<file path="config.mk">
export PLATFORM = sky130hd
export DESIGN_NAME = ccs_top
export DESIGN_NICKNAME = d
export VERILOG_FILES = /design/src/core/ccs_pkg.sv /design/src/core/ccs_sync.sv /design/src/core/ccs_switch_seq.sv /design/src/core/ccs_top.sv
export SDC_FILE = /design/constraint.sdc
export NUM_CORES = 1
export LEC_CHECK = 0
export CORE_MARGIN = 10
export CORE_UTILIZATION = 40
export DETAILED_ROUTE_END_ITERATION = 8
export DONT_BUFFER_PORTS = 1
export GPL_TIMING_DRIVEN = 0
export SETUP_SLACK_MARGIN = 0.02
export SLEW_MARGIN = 40
export SYNTH_ARGS = -nofsm -noshare
export SYNTH_HDL_FRONTEND = slang
export SYNTH_SLANG_ARGS = --single-unit
</file>
<file path="constraint.sdc">
create_clock -name pclk -period 5.1 [get_ports pclk]
set_clock_uncertainty 0.15 [all_clocks]
set_input_delay 0.51 -clock pclk [delete_from_list [all_inputs] [get_ports pclk]]
set_output_delay 0.51 -clock pclk [all_outputs]
set_load 0.05 [all_outputs]
</file>
<file path="src/core/ccs_pkg.sv">
package ccs_pkg;

  // Timing
  localparam int CLK_MHZ = 200;
  localparam int SS_HOLD_US = 240;
  localparam int SS_HOLD_CYC_DEF = SS_HOLD_US * CLK_MHZ;
  localparam int DCM_HOLD_MULT = 4;
  localparam int MS_TICK_CYC_DEF = CLK_MHZ * 1000;
  localparam int OC_BLANK_US = 2500;
  localparam int OC_BLANK_CYC_DEF = OC_BLANK_US * CLK_MHZ;
  localparam int SW_FREQ_KHZ = 750;
  localparam int PWM_PERIOD_CYC = (CLK_MHZ * 1000) / SW_FREQ_KHZ;
  localparam int MAX_DUTY_PERMILLE = 995;
  localparam int MAX_ON_CYC = (PWM_PERIOD_CYC * MAX_DUTY_PERMILLE) / 1000;
  localparam int DEAD_NS = 10;
  localparam int DEAD_CYC = (DEAD_NS * CLK_MHZ + 999) / 1000;
  localparam int REFRESH_NS = 100;
  localparam int REFRESH_CYC = (REFRESH_NS * CLK_MHZ + 999) / 1000;

  // Millisecond counts and fault limit
  localparam logic [17:0] WD_44_MS = 18'h0ABE0;
  localparam logic [17:0] WD_88_MS = 18'h157C0;
  localparam logic [17:0] WD_175_MS = 18'h2AB98;
  localparam logic [10:0] OC_RETRY_MS = 11'h514;
  localparam logic [16:0] OC_WINDOW_MS = 17'h15F90;
  localparam logic [2:0] OC_FAULT_LIMIT = 3'h7;

  // Soft-start currents in mA
  localparam logic [15:0] SS_START_MA = 16'h0080;
  localparam logic [15:0] SS_STEP_CCM_MA = 16'h0040;
  localparam logic [15:0] SS_STEP_DCM_MA = 16'h0080;

  // Register offsets
  localparam logic [7:0] OFS_OPTION = 8'h00;
  localparam logic [7:0] OFS_CUR_LIMIT = 8'h04;
  localparam logic [7:0] OFS_VOLT_LIMIT = 8'h08;
  localparam logic [7:0] OFS_IN_LIMIT = 8'h0C;
  localparam logic [7:0] OFS_STATUS = 8'h10;
  localparam logic [7:0] OFS_TARGET = 8'h14;

  // Option word fields and reset values
  localparam int OPT_INHIBIT_BIT = 0;
  localparam int OPT_OCP_LSB = 1;
  localparam int OPT_MON_SEL_BIT = 5;
  localparam int OPT_WD_LSB = 13;
  localparam logic [15:0] OPT_RESET = 16'h6004;
  localparam logic [15:0] LIMIT_RESET = 16'h0000;
  localparam logic [1:0] WD_OFF = 2'h0;
  localparam logic [1:0] WD_44 = 2'h1;
  localparam logic [1:0] WD_88 = 2'h2;
  localparam logic [1:0] OCP_OFF = 2'h0;

  typedef struct packed {
    logic vcc_ok;
    logic adapter_ok;
    logic ramp_above_error;
    logic bootstrap_low;
    logic under_current;
    logic avg_below_low;
    logic avg_above_high;
    logic battery_low;
    logic input_overcurrent;
  } ccs_sense_s;

endpackage

</file>
<file path="src/core/ccs_sync.sv">
module ccs_sync
  import ccs_pkg::*;
#(
  parameter int WIDTH = 9
)
(
  input wire logic pclk,
  input wire logic presetn,
  input wire logic [WIDTH-1:0] async_in,
  output logic [WIDTH-1:0] sync_out
);

  logic [WIDTH-1:0] stage1;

  // Two flip-flops per bit
  genvar i;
  generate
    for (i = 0; i < WIDTH; i++)
    begin : g_bit
      always_ff @(posedge pclk or negedge presetn)
      begin
        if (!presetn)
        begin
          stage1[i] <= 1'b0;
          sync_out[i] <= 1'b0;
        end
        else
        begin
          stage1[i] <= async_in[i];
          sync_out[i] <= stage1[i];
        end
      end
    end
  endgenerate

endmodule

</file>
<file path="src/core/ccs_switch_seq.sv">
module ccs_switch_seq
  import ccs_pkg::*;
(
  input wire logic pclk,
  input wire logic presetn,
  input wire logic sreset,
  input wire logic run,
  input wire logic nonsync,
  input wire logic ramp_above_error,
  input wire logic bootstrap_low,
  input wire logic under_current,
  output logic high_side_switch,
  output logic low_side_switch,
  output logic discontinuous_conduction
);

  typedef enum logic [2:0] {S_IDLE, S_DEAD_H, S_HS, S_DEAD_L, S_LS, S_OFF} ccs_sw_e;

  ccs_sw_e state;
  ccs_sw_e next_state;
  logic [8:0] pc;
  logic [4:0] dcnt;
  logic refresh;
  logic ucp_seen;

  wire cyc_end = pc == 9'(PWM_PERIOD_CYC - 1);
  wire dead_done = dcnt == 5'(DEAD_CYC - 1);
  wire refresh_done = dcnt == 5'(REFRESH_CYC - 1);
  wire ls_normal = !nonsync && !under_current;
  wire next_refresh = (state == S_DEAD_L) ? (bootstrap_low && !ls_normal) : refresh;

  always_comb
  begin
    next_state = state;
    case (state)
      S_IDLE: if (run && cyc_end) next_state = S_DEAD_H;
      // Zero duty when the ramp offset already sits above the error signal
      S_DEAD_H: if (dead_done) next_state = (ramp_above_error || !run) ? S_DEAD_L : S_HS;
      // High side holds while error exceeds ramp, capped at max duty
      S_HS: if (ramp_above_error || !run || pc >= 9'(MAX_ON_CYC)) next_state = S_DEAD_L;
      S_DEAD_L:
        if (dead_done)
          next_state = !run ? S_IDLE : (ls_normal || bootstrap_low) ? S_LS : S_OFF;
      S_LS:
        if (cyc_end)
          next_state = S_DEAD_H;
        else if (refresh ? refresh_done : (under_current || nonsync || !run))
          next_state = S_OFF;
      S_OFF: if (cyc_end || !run) next_state = run ? S_DEAD_H : S_IDLE;
      default: next_state = S_IDLE;
    endcase
  end

  always_ff @(posedge pclk or negedge presetn)
  begin
    if (!presetn)
    begin
      state <= S_IDLE;
      pc <= 9'h000;
      dcnt <= 5'h00;
      refresh <= 1'b0;
      ucp_seen <= 1'b0;
      discontinuous_conduction <= 1'b0;
      high_side_switch <= 1'b0;
      low_side_switch <= 1'b0;
    end
    else if (sreset)
    begin
      state <= S_IDLE;
      pc <= 9'h000;
      dcnt <= 5'h00;
      refresh <= 1'b0;
      ucp_seen <= 1'b0;
      discontinuous_conduction <= 1'b0;
      high_side_switch <= 1'b0;
      low_side_switch <= 1'b0;
    end
    else
    begin
      state <= next_state;
      pc <= cyc_end ? 9'h000 : pc + 9'h001;
      dcnt <= (next_state != state) ? 5'h00 : dcnt + 5'h01;
      refresh <= next_refresh;
      ucp_seen <= cyc_end ? 1'b0 : (ucp_seen || (state == S_LS && under_current));
      if (cyc_end)
        discontinuous_conduction <= ucp_seen;
      high_side_switch <= next_state == S_HS;
      low_side_switch <= next_state == S_LS;
    end
  end

  property p_no_overlap;
    @(posedge pclk) disable iff (!presetn)
    !(high_side_switch && low_side_switch);
  endproperty
  a_no_overlap: assert property (p_no_overlap) else $error("both switches on");

  property p_dead_after_hs;
    @(posedge pclk) disable iff (!presetn)
    $fell(high_side_switch) |-> !low_side_switch ##1 !low_side_switch;
  endproperty
  a_dead_after_hs: assert property (p_dead_after_hs) else $error("no dead time");

  property p_nonsync_refresh_only;
    @(posedge pclk) disable iff (!presetn || sreset)
    (nonsync && $rose(low_side_switch) && $past(nonsync)) |-> refresh;
  endproperty
  a_nonsync_refresh_only: assert property (p_nonsync_refresh_only) else $error("ls on nonsync");

endmodule

</file>
<file path="src/core/ccs_top.sv">
// Operation
// - Soft-start ramps charge current whenever charging enables
// - Ramp starts 128mA, steps 64mA in continuous
// - Hold each step 240us, stop at limit
// - Discontinuous ramp: larger steps, longer hold
// - Option bit picks input or charge current monitor
// - Monitor active only above lockout and adapter threshold
// - Watchdog suspends charge without limit writes
// - Watchdog expiry keeps all register contents
// - Charge current or voltage limit write restarts watchdog and resumes charge
// - Two-bit field: watchdog off, 44s, 88s, 175s
// - Disabling watchdog after expiry resumes charging
// - Ramp offset allows zero duty; high side capped below full duty
// - Low bootstrap triggers refresh; duty capped 99.5%
// - High side on until ramp crosses error
// - Dead time on every switch transition
// - Under-current comparator turns low side off
// - Non-synchronous below 125mA or 2.5V battery
// - Non-synchronous: low side only refresh pulses
// - Back to synchronous above 250mA
// - Overcurrent past 2.5ms blanks adapter for 1.3s
// - Seven faults in 90s latch adapter off
// - Two-bit field sets overcurrent threshold or off
// - Inhibit bit stops charge; clearing triggers soft-start
//
// The register addresses and the APB slave port were left to the implementer.
module ccs_top
  import ccs_pkg::*;
#(
  parameter int SS_HOLD_CYC = SS_HOLD_CYC_DEF,
  parameter int MS_TICK_CYC = MS_TICK_CYC_DEF,
  parameter int OC_BLANK_CYC = OC_BLANK_CYC_DEF
)
(
  input wire logic pclk,
  input wire logic presetn,
  input wire logic psel,
  input wire logic penable,
  input wire logic pwrite,
  input wire logic [7:0] paddr,
  input wire logic [31:0] pwdata,
  output logic [31:0] prdata,
  output logic pready,
  output logic pslverr,
  input wire ccs_sense_s sense_in,
  output logic high_side_switch,
  output logic low_side_switch,
  output logic adapter_series_switch,
  output logic current_monitor_enable,
  output logic current_monitor_select,
  output logic [1:0] oc_threshold_sel,
  output logic [15:0] charge_current_target,
  output logic charging
);

  ccs_sense_s sense;
  logic [15:0] charger_option_word;
  logic [15:0] charge_current_limit;
  logic [15:0] charge_voltage_limit;
  logic [15:0] input_current_limit;
  logic [17:0] ms_cnt;
  logic [17:0] wd_cnt;
  logic wd_expired;
  logic ss_active;
  logic [19:0] ss_cnt;
  logic nonsync;
  logic [18:0] blank_cnt;
  logic oc_retry;
  logic [10:0] retry_cnt;
  logic [2:0] fault_cnt;
  logic [16:0] window_cnt;
  logic latched;
  logic discontinuous_conduction;

  ccs_sync #(.WIDTH($bits(ccs_sense_s))) u_sync (
    .pclk(pclk),
    .presetn(presetn),
    .async_in(sense_in),
    .sync_out(sense)
  );

  // Device reset while supply or adapter detect is low
  wire sreset = !sense.vcc_ok || !sense.adapter_ok;

  // Bus decode
  wire setup = psel && !penable;
  wire wr_en = psel && penable && pready && pwrite;
  wire hit_opt = paddr == OFS_OPTION;
  wire hit_cur = paddr == OFS_CUR_LIMIT;
  wire hit_volt = paddr == OFS_VOLT_LIMIT;
  wire hit_in = paddr == OFS_IN_LIMIT;
  wire hit_stat = paddr == OFS_STATUS;
  wire hit_tgt = paddr == OFS_TARGET;
  wire mapped = hit_opt || hit_cur || hit_volt || hit_in || hit_stat || hit_tgt;
  wire wr_opt = wr_en && hit_opt;
  wire wr_cur = wr_en && hit_cur;
  wire wr_volt = wr_en && hit_volt;
  wire wr_in = wr_en && hit_in;
  wire bad_access = !mapped || (pwrite && (hit_stat || hit_tgt));

  wire [1:0] wd_sel = charger_option_word[OPT_WD_LSB+1:OPT_WD_LSB];
  wire [1:0] ocp_sel = charger_option_word[OPT_OCP_LSB+1:OPT_OCP_LSB];
  wire [1:0] next_wd_sel = pwdata[OPT_WD_LSB+1:OPT_WD_LSB];
  wire [31:0] status_word = {21'h000000, fault_cnt, 2'h0, ss_active, nonsync, latched,
    oc_retry, wd_expired, charging};
  wire [15:0] rd_mux = hit_opt ? charger_option_word :
                       hit_cur ? charge_current_limit :
                       hit_volt ? charge_voltage_limit :
                       hit_in ? input_current_limit :
                       hit_tgt ? charge_current_target : 16'h0000;
  wire [31:0] next_prdata = hit_stat ? status_word : {16'h0000, rd_mux};

  // Zero-wait APB slave, answer one cycle after setup
  always_ff @(posedge pclk or negedge presetn)
  begin
    if (!presetn)
    begin
      pready <= 1'b0;
      pslverr <= 1'b0;
      prdata <= 32'h00000000;
    end
    else
    begin
      pready <= setup;
      pslverr <= setup && bad_access;
      prdata <= (setup && !pwrite && mapped) ? next_prdata : 32'h00000000;
    end
  end

  // Registers; watchdog expiry never touches them
  always_ff @(posedge pclk or negedge presetn)
  begin
    if (!presetn)
    begin
      charger_option_word <= OPT_RESET;
      charge_current_limit <= LIMIT_RESET;
      charge_voltage_limit <= LIMIT_RESET;
      input_current_limit <= LIMIT_RESET;
    end
    else if (sreset)
    begin
      charger_option_word <= OPT_RESET;
      charge_current_limit <= LIMIT_RESET;
      charge_voltage_limit <= LIMIT_RESET;
      input_current_limit <= LIMIT_RESET;
    end
    else
    begin
      if (wr_opt)
        charger_option_word <= pwdata[15:0];
      if (wr_cur)
        charge_current_limit <= pwdata[15:0];
      if (wr_volt)
        charge_voltage_limit <= pwdata[15:0];
      if (wr_in)
        input_current_limit <= pwdata[15:0];
    end
  end

  // Millisecond tick and watchdog
  wire ms_tick = ms_cnt == 18'(MS_TICK_CYC - 1);
  wire [17:0] wd_limit = (wd_sel == WD_44) ? WD_44_MS : (wd_sel == WD_88) ? WD_88_MS : WD_175_MS;
  wire wd_restart = wr_cur || wr_volt;
  wire wd_off_write = wr_opt && next_wd_sel == WD_OFF;

  always_ff @(posedge pclk or negedge presetn)
  begin
    if (!presetn)
    begin
      ms_cnt <= 18'h00000;
      wd_cnt <= 18'h00000;
      wd_expired <= 1'b0;
    end
    else if (sreset)
    begin
      ms_cnt <= 18'h00000;
      wd_cnt <= 18'h00000;
      wd_expired <= 1'b0;
    end
    else
    begin
      ms_cnt <= ms_tick ? 18'h00000 : ms_cnt + 18'h00001;
      if (wd_restart || wd_off_write || wd_sel == WD_OFF)
      begin
        wd_cnt <= 18'h00000;
        wd_expired <= 1'b0;
      end
      else if (ms_tick && !wd_expired)
      begin
        wd_cnt <= wd_cnt + 18'h00001;
        if (wd_cnt == wd_limit - 18'h00001)
          wd_expired <= 1'b1;
      end
    end
  end

  // Charge enable
  wire limits_ok = charge_current_limit != 16'h0000 && charge_voltage_limit != 16'h0000
    && input_current_limit != 16'h0000;
  wire next_charging = !charger_option_word[OPT_INHIBIT_BIT] && !wd_expired && !oc_retry
    && !latched && limits_ok;
  wire en_rise = next_charging && !charging;

  // Soft-start stepping
  wire [19:0] hold_cyc = discontinuous_conduction ? 20'(SS_HOLD_CYC * DCM_HOLD_MULT) : 20'(SS_HOLD_CYC);
  wire [15:0] step_ma = discontinuous_conduction ? SS_STEP_DCM_MA : SS_STEP_CCM_MA;
  wire [16:0] stepped = {1'b0, charge_current_target} + {1'b0, step_ma};
  wire step_due = ss_active && ss_cnt >= hold_cyc - 20'h00001;
  wire reach = stepped >= {1'b0, charge_current_limit};
  wire [15:0] ss_first = (charge_current_limit < SS_START_MA) ? charge_current_limit : SS_START_MA;

  always_ff @(posedge pclk or negedge presetn)
  begin
    if (!presetn)
    begin
      charging <= 1'b0;
      ss_active <= 1'b0;
      ss_cnt <= 20'h00000;
      charge_current_target <= 16'h0000;
    end
    else if (sreset || !next_charging)
    begin
      charging <= 1'b0;
      ss_active <= 1'b0;
      ss_cnt <= 20'h00000;
      charge_current_target <= 16'h0000;
    end
    else if (en_rise)
    begin
      charging <= 1'b1;
      ss_active <= charge_current_limit > SS_START_MA;
      ss_cnt <= 20'h00000;
      charge_current_target <= ss_first;
    end
    else if (step_due)
    begin
      ss_cnt <= 20'h00000;
      ss_active <= !reach;
      charge_current_target <= reach ? charge_current_limit : stepped[15:0];
    end
    else if (ss_active)
      ss_cnt <= ss_cnt + 20'h00001;
    else
      charge_current_target <= charge_current_limit;
  end

  // Synchronous / non-synchronous hysteresis
  always_ff @(posedge pclk or negedge presetn)
  begin
    if (!presetn)
      nonsync <= 1'b1;
    else if (sreset)
      nonsync <= 1'b1;
    else if (sense.avg_below_low || sense.battery_low)
      nonsync <= 1'b1;
    else if (sense.avg_above_high)
      nonsync <= 1'b0;
  end

  // Input overcurrent: blanking, retry, fault window, latch-off
  wire oc_active = ocp_sel != OCP_OFF && sense.input_overcurrent && !oc_retry && !latched;
  wire oc_fault = oc_active && blank_cnt == 19'(OC_BLANK_CYC - 1);
  wire window_end = ms_tick && fault_cnt != 3'h0 && window_cnt == OC_WINDOW_MS - 17'h00001;

  always_ff @(posedge pclk or negedge presetn)
  begin
    if (!presetn)
    begin
      blank_cnt <= 19'h00000;
      oc_retry <= 1'b0;
      retry_cnt <= 11'h000;
      fault_cnt <= 3'h0;
      window_cnt <= 17'h00000;
      latched <= 1'b0;
    end
    else if (sreset)
    begin
      blank_cnt <= 19'h00000;
      oc_retry <= 1'b0;
      retry_cnt <= 11'h000;
      fault_cnt <= 3'h0;
      window_cnt <= 17'h00000;
      latched <= 1'b0;
    end
    else
    begin
      blank_cnt <= (oc_active && !oc_fault) ? blank_cnt + 19'h00001 : 19'h00000;
      if (oc_fault)
      begin
        oc_retry <= 1'b1;
        retry_cnt <= 11'h000;
      end
      else if (oc_retry && ms_tick)
      begin
        retry_cnt <= retry_cnt + 11'h001;
        if (retry_cnt == OC_RETRY_MS - 11'h001)
          oc_retry <= 1'b0;
      end
      if (oc_fault)
      begin
        fault_cnt <= fault_cnt + 3'h1;
        if (fault_cnt == OC_FAULT_LIMIT - 3'h1)
          latched <= 1'b1;
        if (fault_cnt == 3'h0)
          window_cnt <= 17'h00000;
      end
      else if (window_end)
      begin
        fault_cnt <= 3'h0;
        window_cnt <= 17'h00000;
      end
      else if (ms_tick && fault_cnt != 3'h0)
        window_cnt <= window_cnt + 17'h00001;
    end
  end

  // Pin-level outputs
  always_ff @(posedge pclk or negedge presetn)
  begin
    if (!presetn)
    begin
      adapter_series_switch <= 1'b0;
      current_monitor_enable <= 1'b0;
      current_monitor_select <= 1'b0;
      oc_threshold_sel <= OCP_OFF;
    end
    else
    begin
      adapter_series_switch <= !sreset && !oc_retry && !latched && !oc_fault;
      current_monitor_enable <= !sreset;
      current_monitor_select <= charger_option_word[OPT_MON_SEL_BIT];
      oc_threshold_sel <= ocp_sel;
    end
  end

  ccs_switch_seq u_seq (
    .pclk(pclk),
    .presetn(presetn),
    .sreset(sreset),
    .run(charging),
    .nonsync(nonsync),
    .ramp_above_error(sense.ramp_above_error),
    .bootstrap_low(sense.bootstrap_low),
    .under_current(sense.under_current),
    .high_side_switch(high_side_switch),
    .low_side_switch(low_side_switch),
    .discontinuous_conduction(discontinuous_conduction)
  );

  property p_ss_start;
    @(posedge pclk) disable iff (!presetn)
    $rose(charging) |-> charge_current_target == ss_first;
  endproperty
  a_ss_start: assert property (p_ss_start) else $error("soft-start start wrong");

  property p_ss_step;
    @(posedge pclk) disable iff (!presetn)
    (step_due && next_charging && !en_rise && !sreset && !reach)
      |=> charge_current_target == $past(charge_current_target) + $past(step_ma);
  endproperty
  a_ss_step: assert property (p_ss_step) else $error("soft-start step wrong");

  property p_ss_cap;
    @(posedge pclk) disable iff (!presetn)
    charging |-> charge_current_target <= $past(charge_current_limit) || $rose(charging);
  endproperty
  a_ss_cap: assert property (p_ss_cap) else $error("target above limit");

  property p_mon_sel;
    @(posedge pclk) disable iff (!presetn)
    (wr_opt && !sreset) |=> ##1 current_monitor_select == $past(pwdata[OPT_MON_SEL_BIT], 2);
  endproperty
  a_mon_sel: assert property (p_mon_sel) else $error("monitor select wrong");

  property p_mon_en;
    @(posedge pclk) disable iff (!presetn)
    !sense.adapter_ok |=> !current_monitor_enable;
  endproperty
  a_mon_en: assert property (p_mon_en) else $error("monitor on without adapter");

  property p_wd_suspend;
    @(posedge pclk) disable iff (!presetn)
    wd_expired |=> !charging;
  endproperty
  a_wd_suspend: assert property (p_wd_suspend) else $error("charging after expiry");

  property p_wd_keep;
    @(posedge pclk) disable iff (!presetn)
    $rose(wd_expired) |-> $stable(charge_current_limit) && $stable(charger_option_word);
  endproperty
  a_wd_keep: assert property (p_wd_keep) else $error("registers changed on expiry");

  property p_wd_restart;
    @(posedge pclk) disable iff (!presetn)
    (wd_restart || wd_off_write) |=> !wd_expired && wd_cnt == 18'h00000;
  endproperty
  a_wd_restart: assert property (p_wd_restart) else $error("watchdog not restarted");

  property p_retry_off;
    @(posedge pclk) disable iff (!presetn)
    oc_fault |=> oc_retry && !adapter_series_switch;
  endproperty
  a_retry_off: assert property (p_retry_off) else $error("adapter switch on in retry");

  property p_latch;
    @(posedge pclk) disable iff (!presetn)
    (oc_fault && fault_cnt == 3'h6 && !sreset) |=> latched ##1 !adapter_series_switch;
  endproperty
  a_latch: assert property (p_latch) else $error("no latch on seventh fault");

endmodule

</file>
# Yosys cells after proc, flatten, opt, wreduce, memory -nomap -nowiden
# Cells that the tools add are included.
[word_totals]
reg_bits = 255
latch_bits = 0
mem_bits_rw = 0
romBits = 0
inputBits = 54
output_inout_bits = 58
wordCells = 292
memories = 0
[classes]
add_sub_neg = 12
mul = 0
div = 0
magnitude_cmp = 5
eq_ne = 26
shifts = 0
muxes = 92
bitwise = 0
reduce_logical = 106
[op_table]
columns = ["cell", "n"]
rows = [
  ["$mux W16", 21],
  ["$mux W18", 8],
  ["$mux W17", 5],
  ["$mux W20", 4],
  ["$reduce_bool A16 Y1", 3],
  ["$mux W19", 2],
  ["$logic_and A1 B1 Y1", 37],
  ["$add A18 B1 Y18 const B", 2],
  ["$mux W3", 12],
  ["$mux W11", 3],
  ["$mux W1", 31],
  ["$reduce_bool A3 Y1", 8],
  ["$add A20 B1 Y20 const B", 1],
  ["$ge A20 B20 Y1", 1],
  ["$logic_or A1 B1 Y1", 20],
  ["$reduce_bool A2 Y1", 10],
  ["$add A19 B1 Y19 const B", 1],
  ["$eq A19 B19 Y1 const B", 1],
  ["$sub A18 B1 Y19 const B", 1],
  ["$eq A18 B18 Y1", 1],
  ["$eq A18 B18 Y1 const B", 1],
  ["$mux W9", 2],
  ["$pmux W3 S6", 1],
  ["$sub A18 B1 Y18 const B", 1],
  ["34 further kinds", 64],
]

# Logic depth before layout (Yosys ltp)
[logic_depth]
ltp_word = 10
depth_mapped = 15
ltp_nobuf = 14

# Cells and area by module
# Synthesis repeated with hierarchy kept, for this count alone.
[hier_totals]
cells_unflattened = 1374
hier_area_um2 = 13397.8
[by_module_without_submodules]
columns = ["module", "instances", "cells_each", "area_per_inst_um2", "seq_area_each_um2"]
rows = [
  ["ccs_top", 1, 1245, 11786.3, 5385.2],
  ["ccs_switch_seq", 1, 111, 1161.1, 550.5],
  ["ccs_sync", 1, 18, 450.4, 450.4],
]

# Worst setup path after synthesis
# Ideal clock, no wire load.
[synth_timing]
path_kind = "register to register"
start = "reg charge_current_target[6]"
end = "reg charge_current_target[10]"
setup_ns = 0.082
arrival_ns = 3.464
t_required_ns = 4.868
setup_slack_ns = 1.405
stages_incl_launch_ff = 15
n_path_buf = 1
synth_period_minus_slack_ns = 3.695
path_cell_list = "dfrtp_1 > ha_1 > fa_1 > nand3_1 > nor2_1 > xor2_1 > ha_1 > a21o_1 > a21oi_1 > o221ai_1 > a31o_2 > or3_1 > buf_2 > a21o_1 > a31oi_1"
[synth_via]
elab_chain_len = 6
[synth_rtl]
columns = ["element", "line", "source"]
rows = [
  ["start: declaration", "ccs_top.sv:52", "output logic [15:0] charge_current_target,"],
  ["start signal: assignment", "ccs_top.sv:233", "charge_current_target <= ss_first;"],
  ["start signal: assignment", "ccs_top.sv:239", "charge_current_target <= reach ? charge_current_limit : stepped[15:0];"],
  ["start signal: assignment", "ccs_top.sv:244", "charge_current_target <= charge_current_limit;"],
  ["$add A16 B8 Y17 *", "ccs_top.sv:207", "wire [16:0] stepped = {1'b0, charge_current_target} + {1'b0, step_ma};"],
  ["$ge A17 B16 Y1", "ccs_top.sv:209", "wire reach = stepped >= {1'b0, charge_current_limit};"],
  ["$mux W16 *", "ccs_top.sv:239", ""],
  ["$mux W16 *", "ccs_top.sv:235", "else if (step_due)"],
  ["$mux W16 *", "ccs_top.sv:228", "else if (en_rise)"],
  ["$mux W16 *", "ccs_top.sv:221", "else if (sreset || !next_charging)"],
]
# Every way passes the cells marked *; elsewhere a longest branch is shown, timed or not.
# A chain may end at the register's enable or synchronous reset.

# Worst setup path in the final report
[layout_timing]
start = "reg u_seq.discontinuous_conduction"
end = "reg charge_current_target[5]"
[layout_via]
elab_chain_len = 7
word_cells_on_any_way = 12
cone_classes = "2 x add/sub; 2 x order compare; 1 x eq/ne; 6 x mux; 1 x reduce/logical"
[layout_rtl]
columns = ["element", "line", "source"]
rows = [
  ["start: declaration", "ccs_switch_seq.sv:14", "output logic discontinuous_conduction"],
  ["start signal: assignment", "ccs_switch_seq.sv:86", "discontinuous_conduction <= ucp_seen;"],
  ["$mux W18 / $mux W8 (equally long branches)", "ccs_top.sv:205, ccs_top.sv:206", ""],
  ["$sub A18 B1 Y19 / $add A16 B8 Y17 (equally long branches)", "ccs_top.sv:208, ccs_top.sv:207", ""],
  ["$ge A20 B20 Y1 / $ge A17 B16 Y1 (equally long branches)", "ccs_top.sv:208, ccs_top.sv:209", ""],
  ["$logic_and A1 B1 Y1 / $mux W16 (equally long branches)", "ccs_top.sv:208, ccs_top.sv:239", ""],
  ["$mux W16", "ccs_top.sv:235", ""],
  ["$mux W16", "ccs_top.sv:228", ""],
  ["$mux W16", "ccs_top.sv:221", ""],
]
# Several ways; a longest one is shown, not always the timed one.

==> flow_metrics.tcl <==
set metrics [dict create \
    synth_area_per_cell_sq_um 9.20 \
    viasPerCell 5.46 \
    synth_ff_type "dfrtp_1" \
    cts-resized-gates 0 \
    power_mw 4.24 \
    rsz0062_at_grt "no" \
    synth_area_leaders "dfrtp_1 48%, nand2_1 6.6%, a21oi_1 4.1%, ha_1 4.0%, nor2_1 3.6%" \
    status "finished with violations" \
    die_w_um 201 \
    yosysTopAreaCellShare_pct 47.9 \
    drive_above_1_share_pct 7.88 \
    area_delta_synth_final_pct 13.9 \
    yosysWarnings 0 \
    ff_latch_area_sq_um 6390 \
    cts_max_path_buffers 3 \
    hold_violations 255 \
    dr_total_vias 10700 \
    route.detailed.drc 0 \
    core_sq_um 32500 \
    p_seq_share_pct 48.4 \
    internal-power_mw 3.27 \
    hold_ws_ps -488 \
    num_rows 66 \
    synth_commonest_cells "251 x dfrtp_1, 231 x nand2_1, 125 x nor2_1" \
    reg2reg_to "charge_current_target[5]$_DFFE_PN0P_" \
    post-place-ws_ps 916 \
    globalplace.congestion 0.910 \
    finalCritPeriodShare_pct 82.7 \
    startpoint "u_seq.discontinuous_conduction$_DFFE_PN0P_" \
    combPwrFrac_pct 3.4 \
    grt_remaining_overflow 0 \
    synth_area_sq_um 13100 \
    synth_edf_count 0 \
    drt_iter0_drc 937 \
    postCtsSetupBuffers 0 \
    drt_pass1_iterations 5 \
    clkSinkCount 255 \
    grt_max_degree 256 \
    crit_fanout 6 \
    htreeDepth 1 \
    yosysMostFrequentCell "dfrtp_1" \
    start_kind "register" \
    peakVddDrop_mv 0.287 \
    max_cap_violations 0 \
    slew_headroom_pct 37.7 \
    synth_cell_types 82 \
    multi_input_area_sq_um 6250 \
    final_cells 1965 \
    die_h_um 201 \
    p_leak_nw 6.06 \
    r2r_setup_slack_ps 880 \
    yosysTopAreaCell "dfrtp_1" \
    grt_first_pass_wirelength_um 58600 \
    violations "hold timing" \
    crit_end "charge_current_target[5]$_DFFE_PN0P_" \
    ys_seq_area_share_pct 48.7 \
    finalSetupTns_ps 0 \
    syn_inst 1427 \
    r2r_cells 14 \
    power.density_nw_per_um2 283 \
    portBuffers 0 \
    final_cell_area_sq_um 14900 \
    nets 1597 \
    cp-end-kind "register" \
    hp-class "in2async" \
    power.share.clock_pct 48.2 \
    fill_cells 3148 \
    cts_root_buf "clkbuf_16" \
    postRouteAntennaNets 0 \
    required_ps 5450 \
    tritoncts "done" \
    ios 112 \
    insertion_delay_ps 570 \
    dp_cells 1884 \
    period_minus_slack_ps 4220 \
    p_sw_mw 0.964 \
    swShare_pct 22.8 \
    final_util_pct 46.1 \
    synth_seq_cells 255 \
    dieArea_sq_um 40500 \
    post-dp-hpwl_um 25900 \
    grt_antenna_before_repair 2 \
    regToRegStartpoint "u_seq.discontinuous_conduction$_DFFE_PN0P_" \
    cts_hold_buf 27 \
    first_global_vias 10400 \
    clkSlewWorstSetupHoldPaths_ps 60 \
    initial_core_util_pct 40.4 \
    worst_slew_pin_slew_ps 926 \
    slew_violations 0 \
    finalSetupViolations 0 \
    path_class "reg2reg" \
    fin_ws_ps 881 \
    cts_buffers 29 \
    fmax_ghz 0.237 \
    placed_cell_area_sq_um 13700 \
    arrival_ps 4560 \
    grt_use_total_pct 17.7 \
    drt_wl_total_um 36200 \
    async_flop_share_pct 100 \
    routedWlPerCell_um 18.4 \
]
[sequential cells by signal, indices dropped and copies added (netlist names), 2 cells and up]
name,flops
charge_voltage_limit,16
fault_cnt,3
u_seq.state,3
u_sync.sync_out,9
ms_cnt,18
u_seq.dcnt,5
u_seq.pc,9
blank_cnt,19
input_current_limit,16
window_cnt,17
u_sync.stage1,9
retry_cnt,11
prdata,16
ss_cnt,20
oc_threshold_sel,2
wd_cnt,18
charger_option_word,16
charge_current_limit,16
charge_current_target,16
[layout make-up]
class | count | share of cell area (%)
timing repair buffer | 27 | 1.81
clock buffer | 41 | 5.62
sequential | 255 | 42.7
buffer | 72 | 2.50
inverter | 46 | 1.16
antenna | 1 | 0.0167
clock inverter | 12 | 0.636
tap | 442 | 3.70
multi-input combinational | 1069 | 41.8
[per-layer routing]
| metal | share of wire (%) | vias up | track usage (%) |
|---|---|---|---|
| li1 | - | 5143 | - |
| met1 | 46 | 5176 | 24.6 |
| met2 | 45 | 344 | 26.8 |
| met3 | 7.2 | 63 | 3.76 |
| met4 | 2.6 | 2 | 5.73 |
| met5 | 0.019 | - | 0 |
[worst max-delay path, cell delays in order (launching register included)]
cell	delay, ps
dfrtp_1	530
inv_1	210
ha_1	250
fa_1	430
nand3_1	200
nor2_1	90
xor2_1	170
ha_1	330
a21o_1	160
a21oi_1	140
o221ai_1	120
a31o_2	270
or3_1	440
a21oi_2	420
a22o_1	230
[worst min-delay path by stage]
stage,start,end,slack (ps),cells after the start
finish,presetn,u_sync.stage1[8]$_DFF_PN0_,-490,0
floorplan,presetn,adapter_series_switch$_DFF_PN0_,60,0
CTS,presetn,u_sync.stage1[8]$_DFF_PN0_,-510,0
detailed placement,presetn,u_sync.stage1[8]$_DFF_PN0_,90,0
global placement,presetn,u_sync.stage1[8]$_DFF_PN0_,90,0
global route,presetn,u_sync.stage1[8]$_DFF_PN0_,-510,0
[power groups by stage]
stage          combinational [mW]  sequential (mW)  clock, mW
2_1_floorplan              0.0881             2.08          0
3_3_place_gp                0.111             2.09          0
3_5_place_dp                0.112             2.09          0
4_1_cts                     0.140             2.05       2.09
5_1_grt                     0.153             2.05       2.18
6_report                    0.142             2.05       2.04
[layout by cell type, fill, tap and decap left out, types with 16 or more instances in the layout]
cell type      Yosys  final
a21oi_1          107    107
a31oi_1           22     22
and3_1            27     27
buf_4             20     20
clkbuf_1          36     41
clkbuf_16          0     29
conb_1             1     16
dfrtp_1          251    251
dlygate4sd3_1      0     27
ha_1              42     42
inv_1             45     45
nand2_1          231    231
nand3_1           68     68
nand4_1           22     22
nor2_1           125    124
nor3_1            37     36
nor4_1            20     20
o21ai_0           77     77
xnor2_1           37     37
xor2_1            35     35
[cell families after synthesis]
| family | after synthesis | synth area share (%) |
|---|---|---|
| and+or+nand+nor | 621 | 23.0 |
| AOI/OAI and AO/OA | 306 | 14.3 |
| DFF | 255 | 48.7 |
| buffers and inverters | 118 | 4.17 |
| xor gates and xnor gates | 72 | 4.81 |
| adders and majority gates | 43 | 4.16 |
| muxes | 11 | 0.877 |
| other | 1 | 0.0286 |
Note: power is estimated with default switching activity, not from simulation.
